[src/hw/dsgate_pkg.sv]
// Constants and types shared by the deep-sleep unit clock gate block
package dsgate_pkg;

  // ----------------------------------------------------------------
  // Register map
  // ----------------------------------------------------------------
  localparam logic [31:0] BASE_ADDR = 32'h400fe000;
  localparam logic [31:0] OFF_CONFIG = 32'h00000060;
  localparam logic [31:0] OFF_RUN = 32'h00000100;
  localparam logic [31:0] OFF_SLEEP = 32'h00000110;
  localparam logic [31:0] OFF_DEEP = 32'h00000124;
  localparam logic [31:0] OFF_STATUS = 32'h00000128;

  // ----------------------------------------------------------------
  // Field layout and reset values
  // ----------------------------------------------------------------
  localparam logic [31:0] GATE_MASK = 32'h07071117;
  localparam logic [31:0] GATE_RESET = 32'h00000000;
  localparam logic [31:0] CONFIG_MASK = 32'h00000001;
  localparam logic [31:0] CONFIG_RESET = 32'h00000000;
  localparam int unsigned AUTO_GATE_POS = 0;
  localparam int unsigned SERIAL_ZERO_POS = 0;
  localparam int unsigned SERIAL_ONE_POS = 1;
  localparam int unsigned UNIT_COUNT = 32;
  localparam logic [1:0] RESP_OKAY = 2'h0;
  localparam logic [1:0] RESP_SLVERR = 2'h2;

  // ----------------------------------------------------------------
  // Types
  // ----------------------------------------------------------------
  typedef enum logic [1:0] {MODE_RUN, MODE_SLEEP, MODE_DEEP} dsgate_mode_e;
  typedef enum logic [2:0] {SEL_NONE, SEL_CONFIG, SEL_RUN, SEL_SLEEP, SEL_DEEP,
    SEL_STATUS} dsgate_sel_e;

  typedef struct packed {
    logic sleep;
    logic deep;
  } dsgate_power_s;

  typedef struct packed {
    logic valid;
    logic [4:0] unit;
  } dsgate_access_s;

endpackage

[src/hw/dsgate_access_check.sv]
// Answers peripheral accesses, faulting those aimed at an unclocked unit
`timescale 1ns/10ps
module dsgate_access_check (
  input wire logic i_clk,                            // System clock
  input wire logic i_reset,                          // Async reset, active high
  input wire logic i_ce,                             // Clock enable
  input wire logic [31:0] i_enables,                 // Effective unit enables
  input wire dsgate_pkg::dsgate_access_s i_access,   // Access request
  output logic o_done,                               // Access completed normally
  output logic o_fault                               // Access answered with bus fault
);

  // ----------------------------------------------------------------
  // Answer
  // ----------------------------------------------------------------
  always_ff @(posedge i_clk or posedge i_reset)
  begin
    if (i_reset)
    begin
      o_done <= 1'b0;
      o_fault <= 1'b0;
    end
    else if (i_ce)
    begin
      o_done <= i_access.valid && i_enables[i_access.unit];
      o_fault <= i_access.valid && !i_enables[i_access.unit];
    end
  end

  // ----------------------------------------------------------------
  // Checks
  // ----------------------------------------------------------------
  property p_fault_when_gated;
    @(posedge i_clk) disable iff (i_reset)
    (i_ce && i_access.valid && !i_enables[i_access.unit]) |=> (o_fault && !o_done);
  endproperty
  a_fault_when_gated: assert property (p_fault_when_gated)
    else $error("access to gated unit not faulted");

  property p_ok_when_clocked;
    @(posedge i_clk) disable iff (i_reset)
    (i_ce && i_access.valid && i_enables[i_access.unit]) |=> (o_done && !o_fault);
  endproperty
  a_ok_when_clocked: assert property (p_ok_when_clocked)
    else $error("access to clocked unit not completed");

  property p_cover_fault;
    @(posedge i_clk) disable iff (i_reset)
    o_fault;
  endproperty
  c_cover_fault: cover property (p_cover_fault);

endmodule

[src/hw/dsgate_top.sv]
// Deep-sleep unit clock gating register with run and sleep companions
`timescale 1ns/10ps
module dsgate_top (
  input wire logic i_clk,                            // System clock, 50 MHz
  input wire logic i_reset,                          // Async reset, active high
  input wire logic i_ce,                             // Clock enable, freezes all state
  input wire logic i_awvalid,                        // Write address valid
  output logic o_awready,                            // Write address ready
  input wire logic [31:0] i_awaddr,                  // Write byte address
  input wire logic i_wvalid,                         // Write data valid
  output logic o_wready,                             // Write data ready
  input wire logic [31:0] i_wdata,                   // Write data
  input wire logic [3:0] i_wstrb,                    // Write byte strobes
  output logic o_bvalid,                             // Write response valid
  input wire logic i_bready,                         // Write response ready
  output logic [1:0] o_bresp,                        // Write response code
  input wire logic i_arvalid,                        // Read address valid
  output logic o_arready,                            // Read address ready
  input wire logic [31:0] i_araddr,                  // Read byte address
  output logic o_rvalid,                             // Read data valid
  input wire logic i_rready,                         // Read data ready
  output logic [31:0] o_rdata,                       // Read data
  output logic [1:0] o_rresp,                        // Read response code
  input wire dsgate_pkg::dsgate_power_s i_power,     // Power mode requests
  input wire dsgate_pkg::dsgate_access_s i_access,   // Peripheral access request
  output logic [31:0] o_unit_clk_en,                 // Per-unit clock enables
  output logic o_deep_active,                        // Deep-sleep mode in force
  output logic o_access_done,                        // Peripheral access completed
  output logic o_access_fault                        // Peripheral access faulted
);

  // ----------------------------------------------------------------
  // Helpers
  // ----------------------------------------------------------------
  function automatic dsgate_pkg::dsgate_sel_e decode_sel(input logic [31:0] addr);
    if (addr == dsgate_pkg::BASE_ADDR + dsgate_pkg::OFF_CONFIG)
      return dsgate_pkg::SEL_CONFIG;
    else if (addr == dsgate_pkg::BASE_ADDR + dsgate_pkg::OFF_RUN)
      return dsgate_pkg::SEL_RUN;
    else if (addr == dsgate_pkg::BASE_ADDR + dsgate_pkg::OFF_SLEEP)
      return dsgate_pkg::SEL_SLEEP;
    else if (addr == dsgate_pkg::BASE_ADDR + dsgate_pkg::OFF_DEEP)
      return dsgate_pkg::SEL_DEEP;
    else if (addr == dsgate_pkg::BASE_ADDR + dsgate_pkg::OFF_STATUS)
      return dsgate_pkg::SEL_STATUS;
    else
      return dsgate_pkg::SEL_NONE;
  endfunction

  function automatic logic [31:0] merge_strb(input logic [31:0] old_v, input logic [31:0] new_v,
    input logic [3:0] strb, input logic [31:0] mask);
    logic [31:0] bytes;
    bytes = {{8{strb[3]}}, {8{strb[2]}}, {8{strb[1]}}, {8{strb[0]}}};
    return ((new_v & bytes) | (old_v & ~bytes)) & mask;
  endfunction

  function automatic logic i_bvalid_done();
    return o_bvalid && i_bready;
  endfunction

  // ----------------------------------------------------------------
  // Write channel
  // ----------------------------------------------------------------
  logic aw_have_q;
  logic w_have_q;
  logic [31:0] aw_addr_q;
  logic [31:0] w_data_q;
  logic [3:0] w_strb_q;
  logic wr_fire;
  dsgate_pkg::dsgate_sel_e wr_sel;

  // Address and data are latched independently; the write lands once both are held
  assign wr_fire = aw_have_q && w_have_q && !o_bvalid;
  assign wr_sel = decode_sel(aw_addr_q);

  always_ff @(posedge i_clk or posedge i_reset)
  begin
    if (i_reset)
    begin
      aw_have_q <= 1'b0;
      aw_addr_q <= 32'h00000000;
      o_awready <= 1'b1;
    end
    else if (i_ce)
    begin
      if (i_awvalid && o_awready)
      begin
        aw_have_q <= 1'b1;
        aw_addr_q <= i_awaddr;
        o_awready <= 1'b0;
      end
      else if (wr_fire)
      begin
        aw_have_q <= 1'b0;
      end
      if (i_bvalid_done())
        o_awready <= 1'b1;
    end
  end

  always_ff @(posedge i_clk or posedge i_reset)
  begin
    if (i_reset)
    begin
      w_have_q <= 1'b0;
      w_data_q <= 32'h00000000;
      w_strb_q <= 4'h0;
      o_wready <= 1'b1;
    end
    else if (i_ce)
    begin
      if (i_wvalid && o_wready)
      begin
        w_have_q <= 1'b1;
        w_data_q <= i_wdata;
        w_strb_q <= i_wstrb;
        o_wready <= 1'b0;
      end
      else if (wr_fire)
      begin
        w_have_q <= 1'b0;
      end
      if (i_bvalid_done())
        o_wready <= 1'b1;
    end
  end

  always_ff @(posedge i_clk or posedge i_reset)
  begin
    if (i_reset)
    begin
      o_bvalid <= 1'b0;
      o_bresp <= dsgate_pkg::RESP_OKAY;
    end
    else if (i_ce)
    begin
      if (wr_fire)
      begin
        o_bvalid <= 1'b1;
        o_bresp <= (wr_sel == dsgate_pkg::SEL_NONE) ? dsgate_pkg::RESP_SLVERR
          : dsgate_pkg::RESP_OKAY;
      end
      else if (o_bvalid && i_bready)
      begin
        o_bvalid <= 1'b0;
      end
    end
  end

  // ----------------------------------------------------------------
  // Gate registers
  // ----------------------------------------------------------------
  logic [31:0] config_q;
  logic [31:0] run_q;
  logic [31:0] sleep_q;
  logic [31:0] deep_q;

  // Reserved bits never store, so they read back zero
  always_ff @(posedge i_clk or posedge i_reset)
  begin
    if (i_reset)
    begin
      config_q <= dsgate_pkg::CONFIG_RESET;
      run_q <= dsgate_pkg::GATE_RESET;
      sleep_q <= dsgate_pkg::GATE_RESET;
      deep_q <= dsgate_pkg::GATE_RESET;
    end
    else if (i_ce && wr_fire)
    begin
      if (wr_sel == dsgate_pkg::SEL_CONFIG)
        config_q <= merge_strb(config_q, w_data_q, w_strb_q, dsgate_pkg::CONFIG_MASK);
      else if (wr_sel == dsgate_pkg::SEL_RUN)
        run_q <= merge_strb(run_q, w_data_q, w_strb_q, dsgate_pkg::GATE_MASK);
      else if (wr_sel == dsgate_pkg::SEL_SLEEP)
        sleep_q <= merge_strb(sleep_q, w_data_q, w_strb_q, dsgate_pkg::GATE_MASK);
      else if (wr_sel == dsgate_pkg::SEL_DEEP)
        deep_q <= merge_strb(deep_q, w_data_q, w_strb_q, dsgate_pkg::GATE_MASK);
    end
  end

  // ----------------------------------------------------------------
  // Power mode and effective enables
  // ----------------------------------------------------------------
  dsgate_pkg::dsgate_mode_e mode_q;
  logic auto_gate;

  assign auto_gate = config_q[dsgate_pkg::AUTO_GATE_POS];

  always_ff @(posedge i_clk or posedge i_reset)
  begin
    if (i_reset)
      mode_q <= dsgate_pkg::MODE_RUN;
    else if (i_ce)
    begin
      case (mode_q)
        dsgate_pkg::MODE_RUN,
        dsgate_pkg::MODE_SLEEP,
        dsgate_pkg::MODE_DEEP:
        begin
          if (i_power.deep)
            mode_q <= dsgate_pkg::MODE_DEEP;
          else if (i_power.sleep)
            mode_q <= dsgate_pkg::MODE_SLEEP;
          else
            mode_q <= dsgate_pkg::MODE_RUN;
        end
        default: mode_q <= dsgate_pkg::MODE_RUN;
      endcase
    end
  end

  // Enables are registered, so a clock-enable glitch can never reach a unit
  always_ff @(posedge i_clk or posedge i_reset)
  begin
    if (i_reset)
    begin
      o_unit_clk_en <= dsgate_pkg::GATE_RESET;
      o_deep_active <= 1'b0;
    end
    else if (i_ce)
    begin
      o_deep_active <= auto_gate && (mode_q == dsgate_pkg::MODE_DEEP);
      if (auto_gate && mode_q == dsgate_pkg::MODE_DEEP)
        o_unit_clk_en <= deep_q;
      else if (auto_gate && mode_q == dsgate_pkg::MODE_SLEEP)
        o_unit_clk_en <= sleep_q;
      else
        o_unit_clk_en <= run_q;
    end
  end

  // ----------------------------------------------------------------
  // Read channel
  // ----------------------------------------------------------------
  dsgate_pkg::dsgate_sel_e rd_sel;
  assign rd_sel = decode_sel(i_araddr);

  always_ff @(posedge i_clk or posedge i_reset)
  begin
    if (i_reset)
    begin
      o_arready <= 1'b1;
      o_rvalid <= 1'b0;
      o_rdata <= 32'h00000000;
      o_rresp <= dsgate_pkg::RESP_OKAY;
    end
    else if (i_ce)
    begin
      if (i_arvalid && o_arready)
      begin
        o_arready <= 1'b0;
        o_rvalid <= 1'b1;
        o_rresp <= dsgate_pkg::RESP_OKAY;
        if (rd_sel == dsgate_pkg::SEL_CONFIG)
          o_rdata <= config_q;
        else if (rd_sel == dsgate_pkg::SEL_RUN)
          o_rdata <= run_q;
        else if (rd_sel == dsgate_pkg::SEL_SLEEP)
          o_rdata <= sleep_q;
        else if (rd_sel == dsgate_pkg::SEL_DEEP)
          o_rdata <= deep_q;
        else if (rd_sel == dsgate_pkg::SEL_STATUS)
          o_rdata <= o_unit_clk_en;
        else
        begin
          o_rdata <= 32'h00000000;
          o_rresp <= dsgate_pkg::RESP_SLVERR;
        end
      end
      else if (o_rvalid && i_rready)
      begin
        o_rvalid <= 1'b0;
        o_arready <= 1'b1;
      end
    end
  end

  // ----------------------------------------------------------------
  // Peripheral access answer
  // ----------------------------------------------------------------
  dsgate_access_check u_access_check (
    .i_clk(i_clk),
    .i_reset(i_reset),
    .i_ce(i_ce),
    .i_enables(o_unit_clk_en),
    .i_access(i_access),
    .o_done(o_access_done),
    .o_fault(o_access_fault)
  );

  // ----------------------------------------------------------------
  // Checks
  // ----------------------------------------------------------------
  logic seen_ce_q;
  always_ff @(posedge i_clk or posedge i_reset)
  begin
    if (i_reset)
      seen_ce_q <= 1'b0;
    else if (i_ce)
      seen_ce_q <= 1'b1;
  end

  property p_reset_zero;
    @(posedge i_clk) disable iff (i_reset)
    !seen_ce_q |-> (deep_q == 32'h00000000 && o_unit_clk_en == 32'h00000000);
  endproperty
  a_reset_zero: assert property (p_reset_zero)
    else $error("state not zero after reset");

  property p_deep_applied;
    @(posedge i_clk) disable iff (i_reset)
    (i_ce && auto_gate && mode_q == dsgate_pkg::MODE_DEEP) |=> (o_unit_clk_en == $past(deep_q));
  endproperty
  a_deep_applied: assert property (p_deep_applied)
    else $error("deep-sleep gates not applied");

  property p_run_without_auto;
    @(posedge i_clk) disable iff (i_reset)
    (i_ce && !auto_gate) |=> (o_unit_clk_en == $past(run_q));
  endproperty
  a_run_without_auto: assert property (p_run_without_auto)
    else $error("run gates not in force without auto gating");

  property p_withheld;
    @(posedge i_clk) disable iff (i_reset)
    (i_ce && auto_gate && mode_q == dsgate_pkg::MODE_DEEP && !deep_q[0])
      |=> !o_unit_clk_en[0] ##1 (!$past(i_ce) || !$past(auto_gate)
      || $past(mode_q) != dsgate_pkg::MODE_DEEP || o_unit_clk_en[0] == $past(deep_q[0]));
  endproperty
  a_withheld: assert property (p_withheld)
    else $error("clock not withheld for cleared bit");

  property p_reserved_zero;
    @(posedge i_clk) disable iff (i_reset)
    ((deep_q | run_q | sleep_q) & ~dsgate_pkg::GATE_MASK) == 32'h00000000;
  endproperty
  a_reserved_zero: assert property (p_reserved_zero)
    else $error("reserved gate bit set");

  property p_serial_bits;
    @(posedge i_clk) disable iff (i_reset)
    (i_ce && wr_fire && wr_sel == dsgate_pkg::SEL_DEEP && w_strb_q[0])
      |=> (deep_q[1:0] == $past(w_data_q[1:0]));
  endproperty
  a_serial_bits: assert property (p_serial_bits)
    else $error("serial port gate bits not written");

  property p_deep_read;
    @(posedge i_clk) disable iff (i_reset)
    (i_ce && i_arvalid && o_arready && rd_sel == dsgate_pkg::SEL_DEEP)
      |=> (o_rvalid && o_rresp == dsgate_pkg::RESP_OKAY && o_rdata == $past(deep_q));
  endproperty
  a_deep_read: assert property (p_deep_read)
    else $error("deep-sleep register read wrong");

  property p_cover_deep;
    @(posedge i_clk) disable iff (i_reset)
    o_deep_active && o_unit_clk_en != 32'h00000000;
  endproperty
  c_cover_deep: cover property (p_cover_deep);

  property p_cover_unmapped;
    @(posedge i_clk) disable iff (i_reset)
    o_rvalid && o_rresp == dsgate_pkg::RESP_SLVERR;
  endproperty
  c_cover_unmapped: cover property (p_cover_unmapped);

endmodule

[config.mk]
export PLATFORM = sky130hd
export DESIGN_NAME = dsgate_top
export DESIGN_NICKNAME = d
export VERILOG_FILES = /design/src/hw/dsgate_pkg.sv /design/src/hw/dsgate_access_check.sv /design/src/hw/dsgate_top.sv
export SDC_FILE = /design/constraint.sdc
export NUM_CORES = 1
export LEC_CHECK = 0
export ABC_AREA = 1
export BUFFER_PORTS_ARGS = -buffer_cell sky130_fd_sc_hd__buf_2
export CAP_MARGIN = 15
export CORE_ASPECT_RATIO = 1.1
export CORE_UTILIZATION = 50
export DETAILED_ROUTE_END_ITERATION = 8
export PLACE_DENSITY_LB_ADDON = 0.3
export SLEW_MARGIN = 20
export SYNTH_ARGS = -nofsm -noshare
export SYNTH_HDL_FRONTEND = slang
export SYNTH_SLANG_ARGS = --single-unit
[constraint.sdc]
create_clock -name i_clk -period 5.4 [get_ports i_clk]
set_input_delay 1.08 -clock i_clk [delete_from_list [all_inputs] [get_ports i_clk]]
set_output_delay 1.08 -clock i_clk [all_outputs]
set_load 0.005 [all_outputs]
==> run_results.csv <==
group,metric,value,unit
synthesis,netlist_top_cells_area,"dfrtp_1 (47%), nand2_1 (10%), buf_4 (5.0%), inv_1 (4.2%), mux2_2 (4.2%)",
power_and_ir_drop,pwr-share-seq,0.452,
cts,path_clk_slew,0.06,ns
cts,cts_buffer_depth,2,
sta,finalCritPeriodShare,0.5127,
synthesis,synth-seq-area-share,0.4817,
floorplanning,dieArea,13250,µm²
outcome,status,"finished clean",
synthesis,ys_seq_elements,123,
cts,cts_made_buffers,17,
sta,holdWs,0.4704,ns
synthesis,postSynthCellCount,778,
cts,cts_tree,"yes",
route,routedWlPerCell,12.83,µm
critical_path,cpLargestDelayFamily,"simple AND/OR/NAND/NOR gates",
route,vias,5341,
final_layout,final_nets,1021,
placement,io_buffer_count,129,
sta,finalCriticalPeriod,2.768,ns
power_and_ir_drop,vdd_ir_drop_max,0.2574,mV
final_layout,synthToLayoutAreaGrowth,18.44,%
grt,grt_max_degree,90,
power_and_ir_drop,leakage,3.947,nW
job,cap_violations,0,
critical_path,crit_path_max_incr_delay,0.62,ns
final_layout,drive_above_1_share,0.2516,
route,drt_wl_total,13760,µm
sta,worstMarginPinSlew,0.9174,ns
placement,placement.cell_area,6987,µm²
cts,postCtsHoldBufs,0,
route,route.detailed.drc,0,
critical_path,cp_num_buf_inv,2,
synthesis,synth_compound_area_frac,0.1040,
synthesis,synth-warning-count,0,
sta,rsz0062_at_grt,"false",
placement,hpwlAfterDp,10160,µm
sta,drv_slew,0,
route,drt_first_pass_iters,4,
power_and_ir_drop,combPwrFrac,0.169,
critical_path,crit_path_cell_trace,"buf_2 -> nand3_1 -> inv_1 -> nand2_1 -> a21oi_1 -> nand2_1 -> nand2_1",
floorplanning,rows,42,
power_and_ir_drop,swShare,0.2897,
cts,post_cts_resized,0,
route,vias_per_cell,4.978,
critical_path,setup.worst_path.end_class,"flop",
critical_path,cpMostUsedCell,"nand2_1",
power_and_ir_drop,p_sw,0.8393,mW
synthesis,synth_top_family_by_area,"simple AND/OR/NAND/NOR gates",
floorplanning,die_h,120.6,µm
sta,relSlewSlack,0.3869,
floorplanning,initial_core_util,0.5225,
critical_path,critPathKind,"in2reg",
critical_path,critPathArrivalTime,3.11,ns
power_and_ir_drop,pwr-share-clk,0.379,
cts,root_buffer,"clkbuf_16",
sta,hold_violations,0,
cts,clk-insertion-delay-late,0.40,ns
synthesis,netlist.area_leader.share,0.4694,
power_and_ir_drop,p_per_area,382.3,nW/µm²
floorplanning,core,12240,µm²
critical_path,crit_slowest_cell,"nand3_1",
critical_path,start_kind,"input port",
floorplanning,die_w,109.9,µm
synthesis,yosysUniqueCellTypes,35,
floorplanning,pin_count,192,
synthesis,muxShareOfSynthArea,0.04225,
grt,grt_pass1_vias,4961,
final_layout,design_area,7577,µm²
sta,final-setup-viol-count,0,
placement,gp_congestion,0.8399,
grt,antenna_found_initial,2,
sta,fmax,361.2,MHz
cts,clkSinkCount,123,
grt,grt_overflow,0,
route,initialDrtViolationCount,345,
sta,fin_worst_skew,0.007010,ns
synthesis,synth_fa_ha_area_frac,0,
grt,grt_use_total,0.2221,
critical_path,critPathMaxFanout,31,
critical_path,required,5.74,ns
sta,tns,0,ns
route,antenna_left,0,
cts,htreeDepth,4,
synthesis,avgSynthCellArea,8.223,µm²
synthesis,synth_area,6397,µm²
synthesis,synth_top_cell_by_area,"dfrtp_1",
min_path,hp-class,"reg2reg",
grt,grt_pass1_wl,22800,µm
synthesis,synthSimpleGateAreaFrac,0.2564,
synthesis,synth_xor_xnor_area_share,0,
power_and_ir_drop,p_int,2.058,mW
cts,post-cts-setup-buffer-count,0,
[final timing paths]
check                      startpoint                    end  slack (ns)  depth (start not counted)
max in group asynchronous     i_reset              o_awready        3.63                          3
hold reg to reg             o_awready              o_awready        0.47                          2
setup reg to reg             o_bvalid                   flop        3.33                          8
min in group asynchronous     i_reset  u_access_check.o_done        0.81                          2
hold / removal              o_awready              o_awready        0.47                          2
setup / recovery                 i_ce             o_rdata[4]        2.63                          7
[per-layer routing]
metal | vias up | part of all wire | global-route usage
met5 | - | 0.00094 | 0
met3 | 16 | 0.073 | 0.06685
met4 | 2 | 0.014 | 0.08500
met1 | 2414 | 0.43 | 0.2836
met2 | 181 | 0.48 | 0.3520
li1 | 2728 | - | -
[area by class of cell]
class                           count  area (µm²)
Clock buffer                       18       439.2
Timing Repair Buffer              132       668.1
Sequential cell                   123        3082
Clock inverter                     14       146.4
Tap cell                          154       192.7
Inverter                           82       312.8
Antenna cell                        1       2.502
Fill cell                        1093        4667
Multi-Input combinational cell    549        2734
[layout by cell type, fill, tap and decap left out, types with 2 or more instances in the layout]
master,n
inv_2,9
nor2_8,2
nor3_1,12
nand3_1,51
o211ai_1,7
dfstp_2,3
o21ai_1,31
nand2_1,173
a21oi_1,52
inv_1,71
clkinvlp_4,3
bufinv_16,2
clkinv_4,3
o221ai_1,4
dfrtp_1,120
mux2_2,24
buf_4,3
conb_1,42
nor2_2,9
clkinv_2,4
nor2_4,6
nand2_2,10
nor2_1,64
inv_6,3
nand4_1,27
buf_2,129
o21ai_0,26
clkbuf_16,17
[worst min-delay path: stages, from the launching register on]
cell     delay (ns)
dfstp_2        0.37
nand2_1        0.06
nand2_1        0.04
[cell families after synthesis]
family	Yosys count
muxes	24
AOI/OAI and AO/OA	124
buffers and inverters	147
and+or+nand+nor	359
other	1
DFF	123
[per-stage QoR]
stage | cells | utilization | setup WS [ns] | power, mW
5_1_grt | 1072 | 0.6186 | 2.416 | 3.065
4_1_cts | 1072 | 0.6184 | 2.637 | 2.926
3_3_place_gp | 1040 | 0.5706 | 2.256 | 1.793
3_5_place_dp | 1040 | 0.5706 | 2.223 | 1.818
2_1_floorplan | 819 | - | 1.054 | 1.669
6_report | 1073 | 0.6188 | 2.632 | 2.897
[power by group through the flow]
stage | Clock (mW) | Sequential, mW | Combinational [mW]
after detailed placement | 0 | 1.32 | 0.495
final | 1.10 | 1.31 | 0.490
after CTS | 1.12 | 1.31 | 0.499
after floorplan | 0 | 1.28 | 0.393
after global routing | 1.16 | 1.34 | 0.568
after global placement | 0 | 1.31 | 0.480
[cells in the mapped netlist (all sizes together)]
cell type,instances
or2,1
o31ai,1
nor3,13
nand4,27
conb,1
o211ai,7
clkinv,1
buf,58
dfstp,3
o21a,1
a21oi,53
dfrtp,120
and3,1
nor2,81
nand2,183
inv,81
mux2,24
nand3b,1
o21ai,57
o221ai,4
nand3,52
o2111ai,1
clkbuf,7
Note: power is estimated with default switching activity, not from simulation.
